`src/pkg/sec_erase_pkg.sv`:
```
// constants and types for the lock-erase and freeze command interpreter
package sec_erase_pkg;
    // command opcodes
    localparam logic [7:0] OP_SET_PASSWORD = 8'hF1;
    localparam logic [7:0] OP_ERASE_PREPARE = 8'hF3;
    localparam logic [7:0] OP_ERASE_UNIT = 8'hF4;
    localparam logic [7:0] OP_FREEZE = 8'hF5;
    localparam logic [7:0] OP_DISABLE_PASSWORD = 8'hF6;
    localparam logic [7:0] OP_UNLOCK = 8'hF2;

    // register offsets on the plain register port
    localparam logic [3:0] REG_COMMAND = 4'h0;
    localparam logic [3:0] REG_DATA = 4'h1;
    localparam logic [3:0] REG_ERROR_FLAGS = 4'h2;
    localparam logic [3:0] REG_COMPLETION_STATUS = 4'h3;
    localparam logic [3:0] REG_IRQ_STATUS = 4'h4;
    localparam logic [3:0] REG_IRQ_MASK = 4'h5;
    localparam logic [3:0] REG_NATIVE_MAX = 4'h6;
    localparam logic [3:0] REG_LOCK_STATE = 4'h7;
    localparam logic [3:0] REG_ERASE_TIME = 4'h8;
    localparam logic [3:0] REG_ENH_ERASE_TIME = 4'h9;
    localparam logic [3:0] REG_USER_PW = 4'hA;
    localparam logic [3:0] REG_MASTER_PW = 4'hB;

    // field positions
    localparam int ERR_ABORT_BIT = 2;
    localparam int ST_ERR_BIT = 0;
    localparam int ST_DRQ_BIT = 3;
    localparam int ST_DSC_BIT = 4;
    localparam int ST_RDY_BIT = 6;
    localparam int ST_BSY_BIT = 7;
    localparam int CW_IDENT_BIT = 0;
    localparam int CW_MODE_BIT = 1;

    // sector layout in 16-bit words
    localparam logic [7:0] SECTOR_LAST_WORD = 8'hFF;
    localparam logic [7:0] PW_FIRST_WORD = 8'h01;
    localparam logic [7:0] PW_LAST_WORD = 8'h10;
    localparam int PW_WORDS = 16;

    // reset values
    localparam logic [31:0] NATIVE_MAX_RESET = 32'h0000_00FF;
    localparam logic [15:0] ERASE_TIME_RESET = 16'h0001;
    localparam logic [15:0] ENH_ERASE_TIME_RESET = 16'h0001;
    localparam logic [7:0] STATUS_IDLE = 8'h50;

    // interrupt status bits
    localparam int IRQ_DONE_BIT = 0;
    localparam int IRQ_ABORT_BIT = 1;
    localparam int IRQ_DRQ_BIT = 2;
    localparam int IRQ_WIDTH = 3;

    typedef enum logic [2:0] {
        ST_IDLE = 3'b000,
        ST_RECV = 3'b001,
        ST_CHECK = 3'b011,
        ST_ERASE = 3'b010,
        ST_DONE = 3'b110
    } cmd_state_t;

    typedef struct packed {
        logic [31:0] lba;
        logic wr;
    } media_req_t;

    typedef struct packed {
        cmd_state_t state;
        logic prepared;
        logic frozen;
        logic lock_enabled;
        logic sel_master;
        logic enhanced;
        logic mismatch;
        logic [7:0] word_idx;
        logic [31:0] lba;
        logic [7:0] error_flags;
        logic [7:0] status;
        logic [IRQ_WIDTH-1:0] irq_status;
        logic [IRQ_WIDTH-1:0] irq_mask;
        logic [31:0] native_max;
        logic [15:0] erase_time;
        logic [15:0] enh_erase_time;
        logic [PW_WORDS*16-1:0] user_pw;
        logic [PW_WORDS*16-1:0] master_pw;
        logic [3:0] pw_wr_idx;
        logic [31:0] rdata;
        logic media_wr;
    } core_state_t;
endpackage

```
`src/sec_erase_ctrl.sv`:
```
// command interpreter for the lock erase, erase prepare and freeze commands
//
// Overview of operation
// RL1: opcode F4h written to the command register starts the secure erase.
// RL2: erase runs from block zero up to the native maximum block.
// RL3: after the erase opcode, exactly one data sector is taken from the host.
// RL4: a password mismatch aborts the erase with an aborted-command error.
// RL5: control word bit 0 selects user (0) or master (1) password.
// RL6: control word bit 1 selects enhanced (1) or normal (0) erase.
// RL7: erase writes zeros only, with no read-back check.
// RL8: defect list and reassignment records are never touched.
// RL9: erase not directly preceded by the prepare command is aborted.
// RL10: erase completion disables lock but keeps the master password.
// RL11: with lock already disabled, no password compare is made.
// RL12: identify word 89 reports the normal erase duration.
// RL13: identify word 90 reports the enhanced erase duration.
// RL14: opcode F5h enters the frozen state at once.
// RL15: while frozen, lock-changing commands are rejected.
// RL16: frozen state persists until power removal; nothing clears it.
// RL17: opcode F3h transfers no data and arms the following erase.
// RL18: any rejected command sets abort and error flags, then clears busy.
//
// Decided for this implementation: the address-and-strobe port and the placing of the registers.
`timescale 1ns/1ps
module sec_erase_ctrl (
    input wire logic mclk_i,
    input wire logic rst_i,
    input wire logic [3:0] addr_i,
    input wire logic [31:0] wdata_i,
    input wire logic wr_i,
    input wire logic rd_i,
    output logic [31:0] rdata_o,
    output logic irq_o,
    output sec_erase_pkg::media_req_t media_o,
    output logic media_valid_o,
    input wire logic media_ready_i,
    output logic [15:0] ident_word89_o,
    output logic [15:0] ident_word90_o,
    output logic frozen_o
);
    import sec_erase_pkg::*;

    core_state_t cur;
    core_state_t next_cur;
    logic [15:0] pw_word [PW_WORDS];
    logic [15:0] sel_word [PW_WORDS];
    logic cmd_wr;
    logic data_wr;
    logic lock_cmd;

    // split the stored passwords into words for the per-word compare
    genvar g;
    generate
        for (g = 0; g < PW_WORDS; g++) begin : g_pw
            assign pw_word[g] = cur.user_pw[g*16 +: 16];
            assign sel_word[g] = cur.master_pw[g*16 +: 16];
        end
    endgenerate

    assign cmd_wr = wr_i && (addr_i == REG_COMMAND);
    assign data_wr = wr_i && (addr_i == REG_DATA);
    assign lock_cmd = (wdata_i[7:0] == OP_SET_PASSWORD) || (wdata_i[7:0] == OP_UNLOCK)
        || (wdata_i[7:0] == OP_DISABLE_PASSWORD) || (wdata_i[7:0] == OP_ERASE_UNIT);

    always_comb begin
        logic [IRQ_WIDTH-1:0] ev;
        logic [15:0] exp_word;
        logic [3:0] widx;
        ev = '0;
        exp_word = '0;
        widx = '0;
        next_cur = cur;
        next_cur.media_wr = 1'b0;
        next_cur.rdata = '0;

        // register reads, data valid one cycle after the strobe
        if (rd_i) begin
            case (addr_i)
                REG_ERROR_FLAGS: next_cur.rdata = {24'h0, cur.error_flags};
                REG_COMPLETION_STATUS: next_cur.rdata = {24'h0, cur.status};
                REG_IRQ_STATUS: next_cur.rdata = {29'h0, cur.irq_status};
                REG_IRQ_MASK: next_cur.rdata = {29'h0, cur.irq_mask};
                REG_NATIVE_MAX: next_cur.rdata = cur.native_max;
                REG_LOCK_STATE: next_cur.rdata = {29'h0, cur.frozen, cur.lock_enabled,
                    cur.prepared};
                REG_ERASE_TIME: next_cur.rdata = {16'h0, cur.erase_time};
                REG_ENH_ERASE_TIME: next_cur.rdata = {16'h0, cur.enh_erase_time};
                default: next_cur.rdata = '0;
            endcase
        end

        // configuration writes; the password ports model stored secrets
        if (wr_i) begin
            case (addr_i)
                REG_IRQ_MASK: next_cur.irq_mask = wdata_i[IRQ_WIDTH-1:0];
                REG_NATIVE_MAX: next_cur.native_max = wdata_i;
                REG_ERASE_TIME: next_cur.erase_time = wdata_i[15:0];
                REG_ENH_ERASE_TIME: next_cur.enh_erase_time = wdata_i[15:0];
                REG_USER_PW: begin
                    next_cur.user_pw[cur.pw_wr_idx*16 +: 16] = wdata_i[15:0];
                    next_cur.pw_wr_idx = cur.pw_wr_idx + 4'h1;
                    next_cur.lock_enabled = 1'b1;
                end
                REG_MASTER_PW: begin
                    next_cur.master_pw[cur.pw_wr_idx*16 +: 16] = wdata_i[15:0];
                    next_cur.pw_wr_idx = cur.pw_wr_idx + 4'h1;
                end
                default: ;
            endcase
        end

        case (cur.state)
            ST_IDLE: begin
                if (cmd_wr) begin
                    next_cur.error_flags = '0;
                    next_cur.status[ST_ERR_BIT] = 1'b0;
                    // any command other than prepare disarms the erase
                    next_cur.prepared = 1'b0; // RL9
                    if (cur.frozen && lock_cmd) begin
                        next_cur.error_flags[ERR_ABORT_BIT] = 1'b1; // RL15 RL18
                        next_cur.status[ST_ERR_BIT] = 1'b1; // RL18
                        ev[IRQ_ABORT_BIT] = 1'b1;
                    end else if (wdata_i[7:0] == OP_ERASE_UNIT) begin // RL1
                        next_cur.status[ST_BSY_BIT] = 1'b0;
                        next_cur.status[ST_DRQ_BIT] = 1'b1; // RL3
                        next_cur.word_idx = '0;
                        next_cur.mismatch = 1'b0;
                        next_cur.state = ST_RECV;
                        // remember arming across the data phase
                        next_cur.sel_master = cur.prepared; // RL9
                        ev[IRQ_DRQ_BIT] = 1'b1;
                    end else if (wdata_i[7:0] == OP_ERASE_PREPARE) begin
                        next_cur.prepared = 1'b1; // RL17
                        ev[IRQ_DONE_BIT] = 1'b1;
                    end else if (wdata_i[7:0] == OP_FREEZE) begin
                        next_cur.frozen = 1'b1; // RL14
                        ev[IRQ_DONE_BIT] = 1'b1;
                    end else begin
                        // other opcodes are not handled by this block
                        next_cur.error_flags[ERR_ABORT_BIT] = 1'b1; // RL18
                        next_cur.status[ST_ERR_BIT] = 1'b1; // RL18
                        ev[IRQ_ABORT_BIT] = 1'b1;
                    end
                end
            end
            ST_RECV: begin
                // one 256-word sector, one word per data write
                if (data_wr) begin // RL3
                    widx = 4'(cur.word_idx - PW_FIRST_WORD);
                    exp_word = cur.enhanced ? sel_word[widx] : pw_word[widx];
                    if (cur.word_idx == 8'h00) begin
                        next_cur.enhanced = wdata_i[CW_IDENT_BIT]; // RL5
                        next_cur.lba = {31'h0, wdata_i[CW_MODE_BIT]}; // RL6
                    end else if (cur.word_idx >= PW_FIRST_WORD
                        && cur.word_idx <= PW_LAST_WORD) begin
                        if (wdata_i[15:0] != exp_word) begin
                            next_cur.mismatch = 1'b1; // RL4
                        end
                    end
                    next_cur.word_idx = cur.word_idx + 8'h01;
                    if (cur.word_idx == SECTOR_LAST_WORD) begin
                        next_cur.status[ST_DRQ_BIT] = 1'b0;
                        next_cur.status[ST_BSY_BIT] = 1'b1;
                        next_cur.state = ST_CHECK;
                    end
                end
            end
            ST_CHECK: begin
                next_cur.prepared = 1'b0;
                // lba held the mode bit during the sector; move it out
                next_cur.mismatch = cur.mismatch && cur.lock_enabled; // RL11
                if (!cur.sel_master || (cur.mismatch && cur.lock_enabled)) begin // RL9 RL4
                    next_cur.error_flags[ERR_ABORT_BIT] = 1'b1; // RL18
                    next_cur.status[ST_ERR_BIT] = 1'b1; // RL18
                    next_cur.status[ST_BSY_BIT] = 1'b0; // RL18
                    next_cur.state = ST_IDLE;
                    ev[IRQ_ABORT_BIT] = 1'b1;
                end else begin
                    next_cur.enhanced = cur.lba[0];
                    next_cur.lba = '0; // RL2
                    next_cur.state = ST_ERASE;
                end
            end
            ST_ERASE: begin
                // zero write only; the defect and reassign records sit outside
                next_cur.media_wr = 1'b1; // RL7 RL8
                if (cur.media_wr && media_ready_i) begin
                    if (cur.lba == cur.native_max) begin // RL2
                        next_cur.media_wr = 1'b0;
                        next_cur.state = ST_DONE;
                    end else begin
                        next_cur.lba = cur.lba + 32'h1;
                    end
                end
            end
            ST_DONE: begin
                // master password is kept on purpose
                next_cur.lock_enabled = 1'b0; // RL10
                next_cur.status[ST_BSY_BIT] = 1'b0;
                next_cur.state = ST_IDLE;
                ev[IRQ_DONE_BIT] = 1'b1;
            end
            default: next_cur.state = ST_IDLE;
        endcase

        // frozen is never cleared by any path above
        next_cur.frozen = next_cur.frozen | cur.frozen; // RL16

        // sticky events: set wins over write-one-to-clear
        if (wr_i && addr_i == REG_IRQ_STATUS) begin
            next_cur.irq_status = cur.irq_status & ~wdata_i[IRQ_WIDTH-1:0];
        end
        next_cur.irq_status = next_cur.irq_status | ev;
    end

    always_ff @(posedge mclk_i or posedge rst_i) begin
        if (rst_i) begin
            cur <= '{state: ST_IDLE, status: STATUS_IDLE, native_max: NATIVE_MAX_RESET,
                erase_time: ERASE_TIME_RESET, enh_erase_time: ENH_ERASE_TIME_RESET,
                default: '0};
        end else begin
            cur <= next_cur;
        end
    end

    assign rdata_o = cur.rdata;
    assign irq_o = |(cur.irq_status & cur.irq_mask);
    assign media_o = '{lba: cur.lba, wr: cur.media_wr};
    assign media_valid_o = cur.media_wr;
    assign ident_word89_o = cur.erase_time; // RL12
    assign ident_word90_o = cur.enh_erase_time; // RL13
    assign frozen_o = cur.frozen;
endmodule

```
`config.mk`:
```
export PLATFORM = sky130hd
export DESIGN_NAME = sec_erase_ctrl
export DESIGN_NICKNAME = d
export VERILOG_FILES = /design/src/pkg/sec_erase_pkg.sv /design/src/sec_erase_ctrl.sv
export SDC_FILE = /design/constraint.sdc
export NUM_CORES = 2
export LEC_CHECK = 0
export BUFFER_PORTS_ARGS = -buffer_cell sky130_fd_sc_hd__buf_2
export CAP_MARGIN = 5
export CORE_MARGIN = 4
export CORE_UTILIZATION = 60
export DETAILED_ROUTE_END_ITERATION = 10
export PLACE_DENSITY = 0.78
export SYNTH_ARGS = -nofsm -noshare
export SYNTH_HDL_FRONTEND = slang
export SYNTH_SLANG_ARGS = --single-unit
```
`constraint.sdc`:
```
create_clock -name mclk_i -period 22.8 [get_ports mclk_i]
set_input_delay 2.28 -clock mclk_i [delete_from_list [all_inputs] [get_ports mclk_i]]
set_output_delay 2.28 -clock mclk_i [all_outputs]
set_load 0.005 [all_outputs]
```
# Yosys cells after proc, flatten, opt, wreduce, memory -nomap -nowiden
# Cells that the tools add are included.
# classes
bitwise	7
addsub	5
n_lt_le_gt_ge	3
mux	83
shift	2
n_reduce_logical	43
eq_ne	38
# ops
operator	count
bitwise mux 256 bit	2
case mux 32 bit (8 select lines)	1
variable shift 16 x 34 -> 256 bit (first input constant)	1
variable part select 16 x 34 -> 256 bit	1
two-way mux 32 bit	5
binary-select mux 16 bit (select 4 bit)	2
case mux 32 bit (3 select lines)	1
two-way mux 16 bit	5
equality test 8 bit (second input constant)	7
two-way mux 42 bit	1
two-way mux 1 bit	39
negator 8 -> 34 bit	1
adder 32 x 1 -> 32 bit (second input constant)	1
equality test 32 bit	1
inequality test 2 bit (second input constant)	14
two-way mux 9 bit	3
two-way mux 3 bit	7
AND reduction 2 bit	9
equality test 4 x 3 -> 1 bit (second input constant)	4
equality test 4 bit (second input constant)	4
inequality test 16 bit	1
case mux 8 bit (2 select lines)	1
case mux 1 bit (2 select lines)	7
AND reduction 7 bit	2
39 further kinds	61
# word_totals
regBits	672
out_inout_bits	100
wordCells	204

# Depth between registers and ports, before layout
# logic_depth
word_depth	12
mapped_depth	17
ltp_nobuf	11

# Worst setup path before layout
# OpenSTA, ideal clock, no wires.
# synth_path
kind	input to register
from	input addr_i[1]
to	register cur[672] (netlist bit)
slack_ns	18.373
n_path_buf	1
arrival_time_ns	4.300
setup_time_ns	0.127
stages	10
path_cell_list	buf_2 nand2b_4 or4_1 nor4b_1 o21a_2 nor3b_4 and4_1 nand3_1 xor2_1 nor2_1
# synth_between
elab_chain_len	4
elab_cells_between_ends	7
# synth_rtl
item	line_no	rtl
start: declaration	sec_erase_ctrl.sv:28	input wire logic [3:0] addr_i,
equality test 4 x 1 -> 1 bit / zero test 4 bit (equally long branches)	sec_erase_ctrl.sv:61, sec_erase_ctrl.sv:60	
logical AND 1 bit, on equally long branches	sec_erase_ctrl.sv:61, sec_erase_ctrl.sv:60	
inequality test 2 bit (no line)	-	
AND reduction 5 bit (no line) (*)	-	
end signal: assignment	sec_erase_ctrl.sv:218	cur <= '{state: ST_IDLE, status: STATUS_IDLE, native_max: NATIVE_MAX_RESET,
end signal: assignment	sec_erase_ctrl.sv:222	cur <= next_cur;
end: declaration	sec_erase_ctrl.sv:43	core_state_t cur;
# Every way passes the cells marked *; elsewhere a longest branch is shown, timed or not.
# A chain may end at the register's enable or synchronous reset.

# Worst setup path in the final report
# layout_path
from	register cur[667] (netlist bit)
to	register cur[675] (netlist bit)
# layout_between
elab_chain_len	9
elab_cells_between_ends	18
# layout_rtl
item	line_no	rtl
subtractor 4 x 1 -> 4 bit	sec_erase_ctrl.sv:149	widx = 4'(cur.word_idx - PW_FIRST_WORD);
NOT 4 -> 5 bit (not written as such)	sec_erase_ctrl.sv:150	exp_word = cur.enhanced ? sel_word[widx] : pw_word[widx];
binary-select mux 16 bit (select 4 bit)	sec_erase_ctrl.sv:150	
two-way mux 16 bit (not written as such) (2 in a row)	sec_erase_ctrl.sv:150	
two-way mux 16 bit	sec_erase_ctrl.sv:150	
inequality test 16 bit	sec_erase_ctrl.sv:156	if (wdata_i[15:0] != exp_word) begin
inequality test 2 bit (no line)	-	
AND reduction 8 bit (no line) (*)	-	
# Every way passes the cells marked *; elsewhere a longest branch is shown, timed or not. The select of a mux whose other input is x is not followed.

==> impl_metrics.env <==
export IMPL_run_status="finished, final reports clean"
export IMPL_die_area_mm2=0.0563
export IMPL_critical_path_arrival_ns=5.69
export IMPL_hold_start="cur[489]"
export IMPL_grt_overflow_total=0
export IMPL_yosysWarnings=0
export IMPL_worst_path_buf_inv=2
export IMPL_cts_buffer_depth=3
export IMPL_synth_top_area_cell="dfrtp_1"
export IMPL_crit_chain="inv_2, ha_4, buf_4, mux4_2, mux4_2, mux2i_1, xor2_1, nand4_1, nor4_1, a31oi_1, a21o_1"
export IMPL_final_util=0.663
export IMPL_dieWidth_um=237
export IMPL_end_kind="flip-flop"
export IMPL_htreeDepth=3
export IMPL_worst_path_largest_cell_delay_ns=0.81
export IMPL_ff2ff_path_depth=11
export IMPL_syn_instance_count=3041
export IMPL_final_max_slew_viol_count=0
export IMPL_skew_ns=0.0288
export IMPL_slowest_stage="buf_4"
export IMPL_regToRegStartpoint="cur[667]"
export IMPL_grt_pass1_vias=25100
export IMPL_grt_pass1_wl_um=148000
export IMPL_start_kind="flip-flop"
export IMPL_p_per_area_mw_per_mm2=89.8
export IMPL_min_to="cur[489]"
export IMPL_required_ns=23.30
export IMPL_ctsResizeCount=0
export IMPL_ctsHoldBuffers=0
export IMPL_cts_tree="built"
export IMPL_root_buffer="clkbuf_16"
export IMPL_regToRegEndpoint="cur[675]"
export IMPL_die_height_um=237
export IMPL_maxSlewHeadroom=0.0675
export IMPL_drtIter0Drc=2961
export IMPL_drv_cap=0
export IMPL_worstMarginPinSlew_ns=1.36
export IMPL_viasPerCell=6.70
export IMPL_synth_top_area_frac=0.525
export IMPL_clk_pin_slew_ns=0.06
export IMPL_synth_cell_area_mm2=0.0315
export IMPL_crit_fanout=53
export IMPL_drt_wl_total_um=96800
export IMPL_synth_main_ff_cell="dfrtp_1"
export IMPL_synth_area_per_cell_um2=10.4
export IMPL_rsz0062_at_grt="false"
export IMPL_grt_max_degree=188
export IMPL_ys_ff_latch=671
export IMPL_yosysMostFrequentCell="nand2_1"
export IMPL_first_pass_iters=8
export IMPL_vdd_drop_max_mv=0.0783
export IMPL_drc_errors=0
export IMPL_post_dp_hpwl_um=60800
export IMPL_synth_area_leaders="dfrtp_1 52%, mux4_2 9.7%, nand2_1 9.0%"
export IMPL_numCtsBuffers=70
export IMPL_start_util=0.610
export IMPL_clock_sinks=671
export IMPL_crit_family="buffers and inverters"
export IMPL_timing_hold_worst_class="flip-flop to flip-flop"
export IMPL_synth_seq_area_share=0.533
export IMPL_antenna_found_initial=6
export IMPL_synth_distinct_cells=63
export IMPL_min_period_over_period=0.227
export IMPL_grt_usage=0.343
export IMPL_rows=83
export IMPL_p_leak_nw=14.7
export IMPL_io_buffers=140
export IMPL_setup_viol=0
export IMPL_core_region_area_mm2=0.0517
export IMPL_fmax_ghz=0.193
export IMPL_drive_gt1_frac=0.185
export IMPL_reg2reg_slack_ns=17.61
export IMPL_report_final_hold_viol_count=0
export IMPL_syn_num_nets=3088
export IMPL_insertion_delay_ns=0.61
export IMPL_netlist_top_cells_count="756 x nand2_1, 661 x dfrtp_1, 488 x o21ai_0"
export IMPL_critPathKind="flip-flop to flip-flop"
export IMPL_tns_ns=0
export IMPL_total_power_mw=3.08
export IMPL_min_period_ns=5.19
export IMPL_ant_nets=0
export IMPL_ys_async_sr_fraction=1.00
export IMPL_area_growth_pct=8.68
export IMPL_globalplace_congestion=0.926
export IMPL_fin_nets=3030
export IMPL_post_cts_repair_setup_buffers=0
export IMPL_synth_edf_count=0
export IMPL_dr_total_vias=25000
export IMPL_pin_count=141
export IMPL_cp_common_cell="mux4_2"
export IMPL_wl_per_cell_um=26.0
export IMPL_whs_path_depth=2
## per-stage QoR
step	worst slack [ns]	hold WS, ns	std cells	cell area, um^2
floorplan	1.73	0.442	3041	31500
global placement	17.09	0.456	3590	31900
detailed placement	17.02	0.465	3590	31900
CTS	17.60	0.477	3718	34300
global route	17.13	0.496	3723	34300
finish	17.61	0.476	3724	34300
## report_power, final
group	leakage (nW)	switching (mW)	internal, mW
Clock	1.15	0.497	0.670
Sequential	9.20	0.0675	1.27
Combinational	4.37	0.420	0.149
## worst max path at each step
stage / endpoint / startpoint / cells after the start / slack, ns
finish: cur[675] / cur[667] / 11 / 17.61
global route: cur[247] / rst_i / 5 / 17.13
CTS: cur[247] / rst_i / 5 / 17.60
detailed placement: cur[79] / rst_i / 5 / 17.02
global placement: cur[104] / rst_i / 5 / 17.09
floorplan: cur[100] / rst_i / 1 / 1.73
## worst reg2reg max path, delay by kind of cell, from the launching register on
family,cells,cell delay [ns]
xor gates and xnor gates,1,0.45
buffers and inverters,2,1.23
DFF,1,0.47
AOI/OAI and AO/OA,2,0.50
and+or+nand+nor,2,0.55
adders and majority gates,1,0.72
muxes,3,1.15
## placed cells by master, fill, tap and decap left out, types with 6 or more instances in the layout
| master | n |
|---|---|
| a222oi_1 | 10 |
| o31ai_1 | 7 |
| a21oi_1 | 15 |
| clkinv_2 | 11 |
| and3_1 | 24 |
| nand3_1 | 81 |
| nand2b_1 | 6 |
| dfrtp_1 | 660 |
| clkbuf_16 | 71 |
| nor3b_1 | 6 |
| xor2_1 | 15 |
| nor4_1 | 16 |
| nor4_2 | 8 |
| o21ai_0 | 488 |
| clkbuf_1 | 15 |
| nor2b_1 | 6 |
| mux2_2 | 67 |
| nor3_1 | 21 |
| a221oi_1 | 6 |
| nand4_1 | 24 |
| a31oi_1 | 12 |
| or2_2 | 7 |
| buf_2 | 140 |
| nand2_2 | 9 |
| or3_1 | 6 |
| dfstp_2 | 10 |
| inv_1 | 21 |
| xnor2_1 | 71 |
| clkbuf_8 | 17 |
| mux4_2 | 136 |
| buf_4 | 49 |
| mux2i_1 | 45 |
| nand2_1 | 747 |
| o21ai_1 | 49 |
| nor2_1 | 82 |
## cell families after synthesis
logic type                 count (synthesis)  share of synthesized area
and+or+nand+nor                         1065                      0.143
DFF                                      671                      0.533
AOI/OAI and AO/OA                        613                      0.103
buffers and inverters                    347                     0.0561
muxes                                    248                      0.135
xor gates and xnor gates                  91                     0.0265
adders and majority gates                  6                    0.00238
## area by class of cell
type | instances | area (um^2)
Multi-Input combinational cell | 2023 | 13100
Inverter | 26 | 105
Fill cell | 3740 | 17400
Sequential cell | 671 | 16800
Tap cell | 680 | 851
Clock inverter | 25 | 277
Clock buffer | 103 | 2070
Antenna cell | 5 | 12.5
Timing Repair Buffer | 191 | 1090
## registers in the layout, summed over array words and instances (netlist names)
name and cells:
cur 573, media_o 32, rdata_o 32, ident_word89_o 16, ident_word90_o 16, frozen_o 1
media_valid_o 1
## metal layers
layer,vias up,wire length (um),track usage
li1,10300,-,-
met5,-,8,0
met3,519,13500,0.114
met1,12300,33800,0.439
met4,2,6810,0.204
met2,1848,42700,0.513
(Power assumes the default switching activity.)
